## src/design/crt_timer_defs.vh

```
// Function
// [RULE1] chain clocked by bus clock divided by four
// [RULE2] fifteen divider stages in one chain
// [RULE3] first eight stages readable counter at 09
// [RULE4] overflow from counter top, every 1024 clocks
// [RULE5] four stages more give divide by 16384
// [RULE6] three periodic stages, one of four taps
// [RULE7] selected tap divided by eight for watchdog
// [RULE8] rate, enables and flags in register 08
// [RULE9] overflow flag set on wrap FF to 00
// [RULE10] write zero clears flag; reset clears flag, enable
// [RULE11] overflow enable plus flag raises interrupt
// [RULE12] power-on clears chain, cleared again at release
// [RULE13] external reset clears the whole chain
// [RULE14] rate bits pick 2^14..2^17, reset slowest
// [RULE15] periodic flag set on tap, cleared writing zero
// [RULE16] zero to bit 0 of 1FF0 clears watchdog stage
// [RULE17] watchdog timeout raises internal reset
// [RULE18] counter read leaves chain undisturbed
`ifndef CRT_TIMER_DEFS_VH
`define CRT_TIMER_DEFS_VH
`define CRT_ADDR_W         16
`define CRT_ADDR_CTRL      16'h0008
`define CRT_ADDR_COUNT     16'h0009
`define CRT_ADDR_WDOG      16'h1FF0
`define CRT_ADDR_IRQ_STAT  16'h0010
`define CRT_ADDR_IRQ_MASK  16'h0011
`define CRT_BIT_OVF_FLAG   7
`define CRT_BIT_PER_FLAG   6
`define CRT_BIT_OVF_EN     5
`define CRT_BIT_PER_EN     4
`define CRT_BIT_RATE_HI    1
`define CRT_BIT_RATE_LO    0
`define CRT_BIT_WDOG_CLR   0
`define CRT_RATE_RESET     2'h3
`define CRT_PRESCALE_DIV   4
`define CRT_CHAIN_W        15
`define CRT_WDOG_DIV       8
`define CRT_IRQ_OVF        0
`define CRT_IRQ_PER        1
`define CRT_IRQ_WDOG       2
`define CRT_POR_HOLD_CYCLES 32
`endif

```

## src/design/crt_stage_chain.v

```verilog
`timescale 1ns/1ps
`include "crt_timer_defs.vh"
// synchronous equivalent of the ripple chain: prescaler plus fifteen stages
module crt_stage_chain (
	input  wire                    clk_sys,
	input  wire                    clear,
	output reg  [1:0]              prescale_reg,
	output reg  [`CRT_CHAIN_W-1:0] chain_reg,
	output wire                    stage_tick
);
	// stage_tick: the chain advances on this cycle
	assign stage_tick = (prescale_reg == 2'h3);

	// prescaler divides the bus clock by four ahead of the first stage
	always @(posedge clk_sys)
	begin
		if (clear)
		begin
			prescale_reg <= 2'h0;
			chain_reg    <= {`CRT_CHAIN_W{1'b0}};
		end
		else
		begin
			prescale_reg <= prescale_reg + 2'h1; // see [RULE1]
			if (stage_tick)
				chain_reg <= chain_reg + {{(`CRT_CHAIN_W-1){1'b0}}, 1'b1}; // see [RULE2]
		end
	end
endmodule // crt_stage_chain

```

## src/design/crt_core_timer.v

```verilog
`timescale 1ns/1ps
`include "crt_timer_defs.vh"
module crt_core_timer (
	input  wire                   clk_sys,
	input  wire                   rst,
	input  wire [`CRT_ADDR_W-1:0] bus_addr,
	input  wire [7:0]             bus_wdata,
	input  wire                   bus_wr,
	input  wire                   bus_rd,
	output reg  [7:0]             bus_rdata,
	output reg                    overflow_irq,
	output reg                    periodic_irq,
	output reg                    irq,
	output reg                    watchdog_timeout,
	output reg                    internal_reset,
	output reg                    chain_running
);
	wire [1:0]              prescale;
	wire [`CRT_CHAIN_W-1:0] chain;
	wire                    tick;
	reg                     chain_clear;
	reg  [5:0]              por_cnt_reg;
	reg                     por_done_reg;
	reg                     ovf_flag_reg;
	reg                     per_flag_reg;
	reg                     ovf_en_reg;
	reg                     per_en_reg;
	reg  [1:0]              rate_reg;
	reg  [2:0]              wdog_reg;
	reg  [2:0]              stat_reg;
	reg  [2:0]              mask_reg;
	reg                     wdog_fire_reg;
	wire                    ovf_event;
	wire                    per_event;
	wire                    wdog_event;
	wire                    wr_ctrl;
	wire                    wr_wdog;
	wire                    wr_stat;
	wire                    wr_mask;
	wire [7:0]              ctrl_view;

	// length of the power-on hold in bus clocks
	localparam [5:0] POR_HOLD = `CRT_POR_HOLD_CYCLES;

	// tap of the chain output that is about to rise on this tick
	function rises;
		input [`CRT_CHAIN_W-1:0] cnt;
		input [3:0]              bitn;
		begin
			rises = ((cnt & ((15'h0001 << bitn) - 15'h0001)) ==
				((15'h0001 << bitn) - 15'h0001)) && !cnt[bitn];
		end
	endfunction

	// chain cleared by power-on hold, its release, external and watchdog reset
	always @*
	begin
		chain_clear = rst || !por_done_reg || wdog_fire_reg; // see [RULE12] see [RULE13]
	end

	crt_stage_chain u_chain (
		.clk_sys      (clk_sys),
		.clear        (chain_clear),
		.prescale_reg (prescale),
		.chain_reg    (chain),
		.stage_tick   (tick)
	);

	// counter wraps FF to 00 when low eight stages are all ones
	assign ovf_event  = tick && (chain[7:0] == 8'hFF) && !chain_clear; // see [RULE4] see [RULE9]
	// stage 11 is bus/16384; rate selects stage 11+rate out of three more
	assign per_event  = tick && !chain_clear &&
		rises(chain, 4'h0 + {2'h0, rate_reg} + 4'hB); // see [RULE5] see [RULE6] see [RULE14]
	assign wdog_event = per_event && (wdog_reg == 3'h7); // see [RULE7]

	// register write decode
	assign wr_ctrl = bus_wr && (bus_addr == `CRT_ADDR_CTRL);
	assign wr_wdog = bus_wr && (bus_addr == `CRT_ADDR_WDOG) &&
		!bus_wdata[`CRT_BIT_WDOG_CLR]; // see [RULE16]
	assign wr_stat = bus_wr && (bus_addr == `CRT_ADDR_IRQ_STAT);
	assign wr_mask = bus_wr && (bus_addr == `CRT_ADDR_IRQ_MASK);

	assign ctrl_view = {ovf_flag_reg, per_flag_reg, ovf_en_reg, per_en_reg,
		2'h0, rate_reg}; // see [RULE8]

	// power-on hold: chain held clear, then one more clear cycle at release
	always @(posedge clk_sys)
	begin
		if (rst)
		begin
			por_cnt_reg  <= 6'h00;
			por_done_reg <= 1'b0;
		end
		else
		begin
			if (por_cnt_reg != POR_HOLD)
				por_cnt_reg <= por_cnt_reg + 6'h01;
			por_done_reg <= (por_cnt_reg == POR_HOLD); // see [RULE12]
		end
	end

	// control and flags; set wins over a clearing write
	always @(posedge clk_sys)
	begin
		if (rst || wdog_fire_reg)
		begin
			ovf_flag_reg <= 1'b0; // see [RULE10]
			per_flag_reg <= 1'b0;
			ovf_en_reg   <= 1'b0;
			per_en_reg   <= 1'b0;
			rate_reg     <= `CRT_RATE_RESET; // see [RULE14]
		end
		else
		begin
			if (ovf_event)
				ovf_flag_reg <= 1'b1; // see [RULE9]
			else if (wr_ctrl && !bus_wdata[`CRT_BIT_OVF_FLAG])
				ovf_flag_reg <= 1'b0; // see [RULE10]
			if (per_event)
				per_flag_reg <= 1'b1; // see [RULE15]
			else if (wr_ctrl && !bus_wdata[`CRT_BIT_PER_FLAG])
				per_flag_reg <= 1'b0; // see [RULE15]
			if (wr_ctrl)
			begin
				ovf_en_reg <= bus_wdata[`CRT_BIT_OVF_EN];
				per_en_reg <= bus_wdata[`CRT_BIT_PER_EN];
				rate_reg   <= bus_wdata[`CRT_BIT_RATE_HI:`CRT_BIT_RATE_LO];
			end
		end
	end

	// watchdog divide-by-eight stage, only this stage cleared by service
	always @(posedge clk_sys)
	begin
		if (chain_clear || wr_wdog)
			wdog_reg <= 3'h0; // see [RULE16]
		else if (per_event)
			wdog_reg <= wdog_reg + 3'h1; // see [RULE7]
		if (rst)
			wdog_fire_reg <= 1'b0;
		else
			wdog_fire_reg <= wdog_event && !wr_wdog; // see [RULE17]
	end

	// sticky event status, write one to clear, set wins
	always @(posedge clk_sys)
	begin
		if (rst)
		begin
			stat_reg <= 3'h0;
			mask_reg <= 3'h0;
		end
		else
		begin
			stat_reg <= (stat_reg & ~(wr_stat ? bus_wdata[2:0] : 3'h0)) |
				{wdog_fire_reg, per_event, ovf_event};
			if (wr_mask)
				mask_reg <= bus_wdata[2:0];
		end
	end

	// read data one cycle later; reads have no side effects
	always @(posedge clk_sys)
	begin
		if (rst)
			bus_rdata <= 8'h00;
		else if (!bus_rd)
			bus_rdata <= 8'h00;
		else if (bus_addr == `CRT_ADDR_CTRL)
			bus_rdata <= ctrl_view;
		else if (bus_addr == `CRT_ADDR_COUNT)
			bus_rdata <= chain[7:0]; // see [RULE3] see [RULE18]
		else if (bus_addr == `CRT_ADDR_IRQ_STAT)
			bus_rdata <= {5'h00, stat_reg};
		else if (bus_addr == `CRT_ADDR_IRQ_MASK)
			bus_rdata <= {5'h00, mask_reg};
		else
			bus_rdata <= 8'h00;
	end

	// registered outputs
	always @(posedge clk_sys)
	begin
		if (rst)
		begin
			overflow_irq     <= 1'b0;
			periodic_irq     <= 1'b0;
			irq              <= 1'b0;
			watchdog_timeout <= 1'b0;
			internal_reset   <= 1'b0;
			chain_running    <= 1'b0;
		end
		else
		begin
			overflow_irq     <= ovf_flag_reg && ovf_en_reg; // see [RULE11]
			periodic_irq     <= per_flag_reg && per_en_reg; // see [RULE15]
			irq              <= |(stat_reg & mask_reg);
			watchdog_timeout <= wdog_fire_reg;
			internal_reset   <= wdog_fire_reg; // see [RULE17]
			chain_running    <= !chain_clear;
		end
	end
endmodule // crt_core_timer

```

## config.mk

```make
export PLATFORM = sky130hd
export DESIGN_NAME = crt_core_timer
export DESIGN_NICKNAME = d
export VERILOG_FILES = /design/src/design/crt_stage_chain.v /design/src/design/crt_core_timer.v
export VERILOG_INCLUDE_DIRS = /design/src /design/src/design
export SDC_FILE = /design/constraint.sdc
export NUM_CORES = 1
export LEC_CHECK = 0
export ABC_AREA = 1
export BUFFER_PORTS_ARGS = -buffer_cell sky130_fd_sc_hd__buf_4
export CORE_MARGIN = 2
export CORE_UTILIZATION = 45
export DETAILED_ROUTE_END_ITERATION = 8
export PLACE_DENSITY_LB_ADDON = 0.1
export SLEW_MARGIN = 15
export SYNTH_ARGS = -nofsm -noshare
export SYNTH_HDL_FRONTEND = slang
export SYNTH_SLANG_ARGS = --single-unit
```

## constraint.sdc

```tcl
create_clock -name clk_sys -period 1.94 [get_ports clk_sys]
set_input_delay 0.097 -clock clk_sys [delete_from_list [all_inputs] [get_ports clk_sys]]
set_output_delay 0.097 -clock clk_sys [all_outputs]
set_load 0.01 [all_outputs]
```

==> results of run 1 <==
synthesized netlist by cell type (2+ instances only):
master,instances,area share
nand4_1,9,0.022
clkbuf_1,2,0.0029
inv_1,55,0.079
nand3_1,24,0.046
nor3b_1,2,0.0057
ha_1,13,0.062
o21a_1,3,0.0086
dfxtp_1,53,0.41
nor2_1,57,0.082
a21oi_1,20,0.038
o211ai_1,2,0.0057
xnor2_1,2,0.0067
o21ai_0,22,0.042
nand2_1,74,0.11
nor2_4,5,0.022
xor2_1,4,0.013
nand2_2,2,0.0048
nor3_1,7,0.013
nand2_4,2,0.0086
nand3b_1,2,0.0057
timing repair:
action                                  in CTS  in global routing
buffers inserted                             0                  1
resized for setup                            0                  4
endpoints found under the setup margin       0                  6
cells by family after synthesis:
family / count (synthesis) / synth area share
compound gates: 50 / 0.103
fa+ha+maj: 13 / 0.0622
flops: 53 / 0.406
xor+xnor: 6 / 0.0201
simple gates: 187 / 0.324
buf+inv: 58 / 0.0847
power groups by stage:
stage,registers (mW),logic [mW],clock network (mW)
floorplan,1.12,0.0406,0
global placement,1.12,0.0951,0
detailed placement,1.12,0.0965,0
CTS,1.10,0.0968,0.633
global route,1.10,0.109,0.676
finish,1.10,0.0964,0.618
final cells by class:
type                       count  area [sq um]  area share
multi-input combinational    256          1340       0.429
inverter                      55           206      0.0659
clock buffer                   7          86.3      0.0275
sequential                    53          1060       0.339
tap                           72          90.1      0.0287
timing repair buffer          46           345       0.110
layer usage:
layer / part of all wire / GRT usage
met5: 0 / 0
met4: 0.0061 / 0.0458
met3: 0.034 / 0.0337
met2: 0.47 / 0.315
met1: 0.49 / 0.243
critical path, delay by kind of cell, from the launching register on:
kind | cells | cell delay [ns]
flops | 1 | 0.34
fa+ha+maj | 1 | 0.27
simple gates | 10 | 1.07
per-stage QoR:
step                cells  utilization  hold slack, ns  instance area, sq um
floorplan             367            -           0.261                  2610
global placement      481        0.543           0.360                  3030
detailed placement    481        0.543           0.360                  3030
CTS                   488        0.558          0.0380                  3110
global route          489        0.562          0.0472                  3130
finish                489        0.562          0.0458                  3130
path summary, 6_finish.rpt:
| path | start | to | slack (ns) | cells after the start |
|---|---|---|---|---|
| worst min-delay path | rst | por_cnt_reg[3] | 0.05 | 2 |
| worst min register to register | u_chain.prescale_reg[0] | u_chain.prescale_reg[0] | 0.44 | 1 |
| worst max-delay path | u_chain.prescale_reg[0] | wdog_reg[1] | 0.20 | 11 |
| worst max register to register | u_chain.prescale_reg[0] | wdog_reg[1] | 0.20 | 11 |
==> flow_metrics.tcl, run 1 <==
set metrics [dict create \
    run_status "finished, final reports clean" \
    synth_seq_cells 53 \
    timing.final.max_slew_violations 0 \
    slew_headroom 0.767 \
    grt_pass1_wl_um 9520 \
    switching_share 0.213 \
    synthesis.area_per_instance_sq_um 7.12 \
    clk_pin_slew_ns 0.09 \
    ys.warnings.count 0 \
    gpl.final_weighted_congestion 0.854 \
    setup.worst_path.start_class "flip-flop" \
    ir_drop_uv 423 \
    floorplan.initialDensity 0.469 \
    drt_drc_violations_left 0 \
    async_flop_share 0 \
    ctsRootBufferMaster "clkbuf_8" \
    mostFrequentLayoutCells "nand2_1 (74), nor2_1 (57), inv_1 (54)" \
    leakage_nw 1.38 \
    synthesis.instances 367 \
    power.internal_mw 1.42 \
    final_common_cell "nand2_1" \
    dieWidth_um 80.2 \
    fin_setup_tns_ns 0 \
    post-place-ws_ns 0.0477 \
    detail_route.wl_per_cell_um 11.4 \
    dr.pass1.iters 4 \
    syn_nets 408 \
    mappedNetlistArea_sq_mm 0.00261 \
    power_density_mw_per_mm2 578 \
    setup_repair_after_global_routing_missed_its_margin "no" \
    dominantRegCellSynth "dfxtp_1" \
    post_route_cells_drive_above_1_share 0.156 \
    crit_chain "ha_1 -> nand2_2 -> nor2_4 -> nand2_4 -> nor2_4 -> nand2_2 -> nor2_4 -> nand2_4 -> nand2_1 -> nand2_1 -> nor2_1" \
    wirelength_um 5570 \
    post_cts_hold_buffer_count 0 \
    clock_insertion_delay_at_the_later_pin_of_the_skew_report_ns 0.30 \
    fin_ws_ns 0.202 \
    layout_worst_path_cycle_share 0.896 \
    antenna_violating_nets_post_route 0 \
    rows 27 \
    max_slew.worst_pin.slew_ns 0.346 \
    timing.critical_path.slowest_stage_cell "dfxtp_1" \
    num-fill-cells 545 \
    critPathMaxStageDelay_ns 0.34 \
    cts_htree_levels 2 \
    clk_path_buf_depth 2 \
    core-area_sq_mm 0.00557 \
    antenna_violations_before_repair 0 \
    die_h_um 80.2 \
    antenna_cells 0 \
    clock_sink_count 53 \
    total_switching_power_mw 0.386 \
    detailroute.via_count 2380 \
    power.sequential.fraction 0.605 \
    power_frac_comb 0.053 \
    cap_viol_max_count 0 \
    maxClockFrequency_ghz 0.575 \
    area_growth_pct 19.9 \
    dieArea_sq_mm 0.00643 \
    required_ns 2.18 \
    timing_worst_setup_path_type "reg2reg" \
    synth.lib_cells_used.distinct 27 \
    period_minus_slack_ns 1.74 \
    fin_nets 458 \
    vias_per_cell 4.87 \
    clock-skew-final_ns 0.00883 \
    numPortBuffers 40 \
    total_power_mw 1.81 \
    grt_max_degree 15 \
    grt_pass1_vias 2232 \
    report.final.hold_viol_count 0 \
    holdCritPathClass "in2reg" \
    timing.critical_path.mode_cell "nor2_4" \
    dp_hpwl_um 4440 \
    cts-buffers-inserted 5 \
    seq_area_frac_synth 0.406 \
    cts_tree "built" \
    critical_path_arrival_ns 1.98 \
    finalSetupViolCount 0 \
    critPathMaxFanout 7 \
    clkPwrFrac 0.341 \
    number_of_enable_flip_flop_cells_after_synthesis 0 \
    critical_path.endpoint_type "flip-flop" \
    grt_overflow 0 \
    grt.total_usage 0.186 \
    design.portCount 42 \
    drt_iter0_drc 125 \
    largest_register_ff_count 15 \
]
No activity file was read; power rests on OpenSTA's default activity.
==> run 2: changes to the inputs <==
- CORE_MARGIN: 2 -> default
==> run 2 against run 1 <==
- register-to-register slack is essentially flat
- maximum frequency is 0.17% higher
- global-route usage rose by 1.0 points
- flip-flop and latch count is the same
- sequential share of layout area decreased by 0.096 points
- power decreased by 0.22%
- combinational power grew 2.8%
- utilization is 0.64 points higher
- die area is 4.9% lower
- worst setup slack improved by 0.0030 ns
- critical endpoint unchanged
==> flow_metrics.tcl, run 2 (synthesized netlist as in run 1, its figures left out) <==
set metrics [dict create \
    run_status "finished, final reports clean" \
    leakage_nw 1.38 \
    cts-buffers-inserted 5 \
    crit_chain "inv_2 -> ha_2 -> nand2_1 -> ha_1 -> nor2_1 -> nor2_1 -> nand3_2 -> nor2_4 -> nand2_4 -> nand2_1 -> nand2_1 -> nor2_1" \
    critPathBufInv 1 \
    period_minus_slack_ns 1.74 \
    holdCritPathClass "in2reg" \
    antenna_violations_before_repair 0 \
    slew_headroom 0.787 \
    wirelength_um 5470 \
    gpl.final_weighted_congestion 0.857 \
    clk_pin_slew_ns 0.09 \
    timing.hold.worst_endpoint "por_cnt_reg[3]" \
    num-fill-cells 558 \
    floorplan.initialDensity 0.472 \
    critPathMaxFanout 7 \
    die_h_um 78.2 \
    drt_iter0_drc 108 \
    postLayoutCoreUtil 0.569 \
    clock_insertion_delay_at_the_later_pin_of_the_skew_report_ns 0.30 \
    grt_max_degree 17 \
    dr.pass1.iters 5 \
    layout_worst_path_cycle_share 0.894 \
    mostFrequentLayoutCells "nand2_1 (74), nor2_1 (56), inv_1 (53)" \
    cts_tree "built" \
    worst_hold_startpoint "rst" \
    r2r_end "wdog_reg[1]" \
    fin_nets 460 \
    rows 27 \
    core-area_sq_mm 0.00554 \
    r2r_slack_ns 0.20 \
    crit_start "rate_reg[0]" \
    max_slew.worst_pin.slew_ns 0.317 \
    critical_path.endpoint_type "flip-flop" \
    postPlaceCellArea_sq_mm 0.00304 \
    worst_r2r_startpoint "rate_reg[0]" \
    critical_path_arrival_ns 1.98 \
    drt_drc_violations_left 0 \
    timing_worst_setup_path_type "reg2reg" \
    dp_hpwl_um 4300 \
    design_area_sq_mm 0.00315 \
    largest_register_ff_count 15 \
    setup.worst_path.start_class "flip-flop" \
    place_inst 483 \
    grt_pass1_wl_um 9540 \
    finalSetupViolCount 0 \
    design.portCount 42 \
    detail_route.wl_per_cell_um 11.1 \
    vias_per_cell 4.78 \
    area_growth_pct 20.5 \
    grt_overflow 0 \
    final_common_cell "nand2_1" \
    clock_sink_count 53 \
    r2r.worst_path.cells 12 \
    timing.final.max_slew_violations 0 \
    maxClockFrequency_ghz 0.576 \
    dieArea_sq_mm 0.00612 \
    layoutNonFillerInstCount 492 \
    report.final.hold_viol_count 0 \
    clk_path_buf_depth 2 \
    grt.total_usage 0.196 \
    cts_htree_levels 2 \
    numPortBuffers 40 \
    grt_pass1_vias 2185 \
    power_density_mw_per_mm2 574 \
    clock-skew-final_ns 0.00955 \
    antenna_violating_nets_post_route 0 \
    detailroute.via_count 2354 \
    post_route_cells_drive_above_1_share 0.169 \
    dieWidth_um 78.2 \
    ir_drop_uv 442 \
    critPathTopFamily "simple AND/OR/NAND/NOR gates" \
    ctsRootBufferMaster "clkbuf_8" \
    required_ns 2.19 \
    critPathMaxStageDelay_ns 0.38 \
    hold_depth 2 \
    timing.critical_path.slowest_stage_cell "dfxtp_4" \
    antenna_cells 0 \
    cap_viol_max_count 0 \
]
-- run 2: worst max-delay path by stage --
stage          cells past startpoint     endpoint  slack [ns]
2_1_floorplan                     11  wdog_reg[1]         0.1
4_1_cts                           11  wdog_reg[1]        0.10
5_1_grt                           12  wdog_reg[1]      -0.001
3_5_place_dp                      11  wdog_reg[1]        0.12
6_report                          12  wdog_reg[1]        0.20
3_3_place_gp                      11  wdog_reg[2]        0.18
-- run 2: final cells by class --
type,count,area [sq um],area share
clock buffer,6,72.6,0.0230
tap,72,90.1,0.0286
multi-input combinational,256,1340,0.426
timing repair buffer,48,360,0.114
clock inverter,2,15.0,0.00477
inverter,55,206,0.0655
sequential,53,1060,0.338
-- run 2: timing repair --
action | 4_1_cts | 5_1_grt
endpoints found under the setup margin | 0 | 6
gates resized for setup | 0 | 7
hold buffers | 0 | 0
setup buffers | 0 | 1
-- run 2: power by group --
group / total, mW / switching [mW] / internal, mW / leakage, nW
Sequential: 1.10 / 0.00450 / 1.09 / 0.427
Clock: 0.613 / 0.358 / 0.255 / 0.0374
Combinational: 0.0991 / 0.0483 / 0.0508 / 0.912
Total: 1.81 / 0.410 / 1.40 / 1.38
-- run 2: through the flow --
| stage | setup WS, ns | hold slack [ns] | total power [mW] | TNS, ns |
|---|---|---|---|---|
| after detailed placement | 0.119 | 0.359 | 1.22 | 0 |
| after CTS | 0.100 | 0.0293 | 1.83 | 0 |
| after floorplan | 0.0972 | 0.261 | 1.16 | 0 |
| final | 0.205 | 0.0382 | 1.81 | 0 |
| after global placement | 0.179 | 0.353 | 1.22 | 0 |
| after global routing | -0.00141 | 0.0237 | 1.89 | -0.00141 |
-- run 2: metal layers --
metal	routed length (um)	global-route usage	vias to the layer above
met5	0	0	-
met2	2490	0.321	43
li1	-	-	1269
met3	205	0.0349	5
met4	53	0.0611	0
met1	2730	0.260	1037
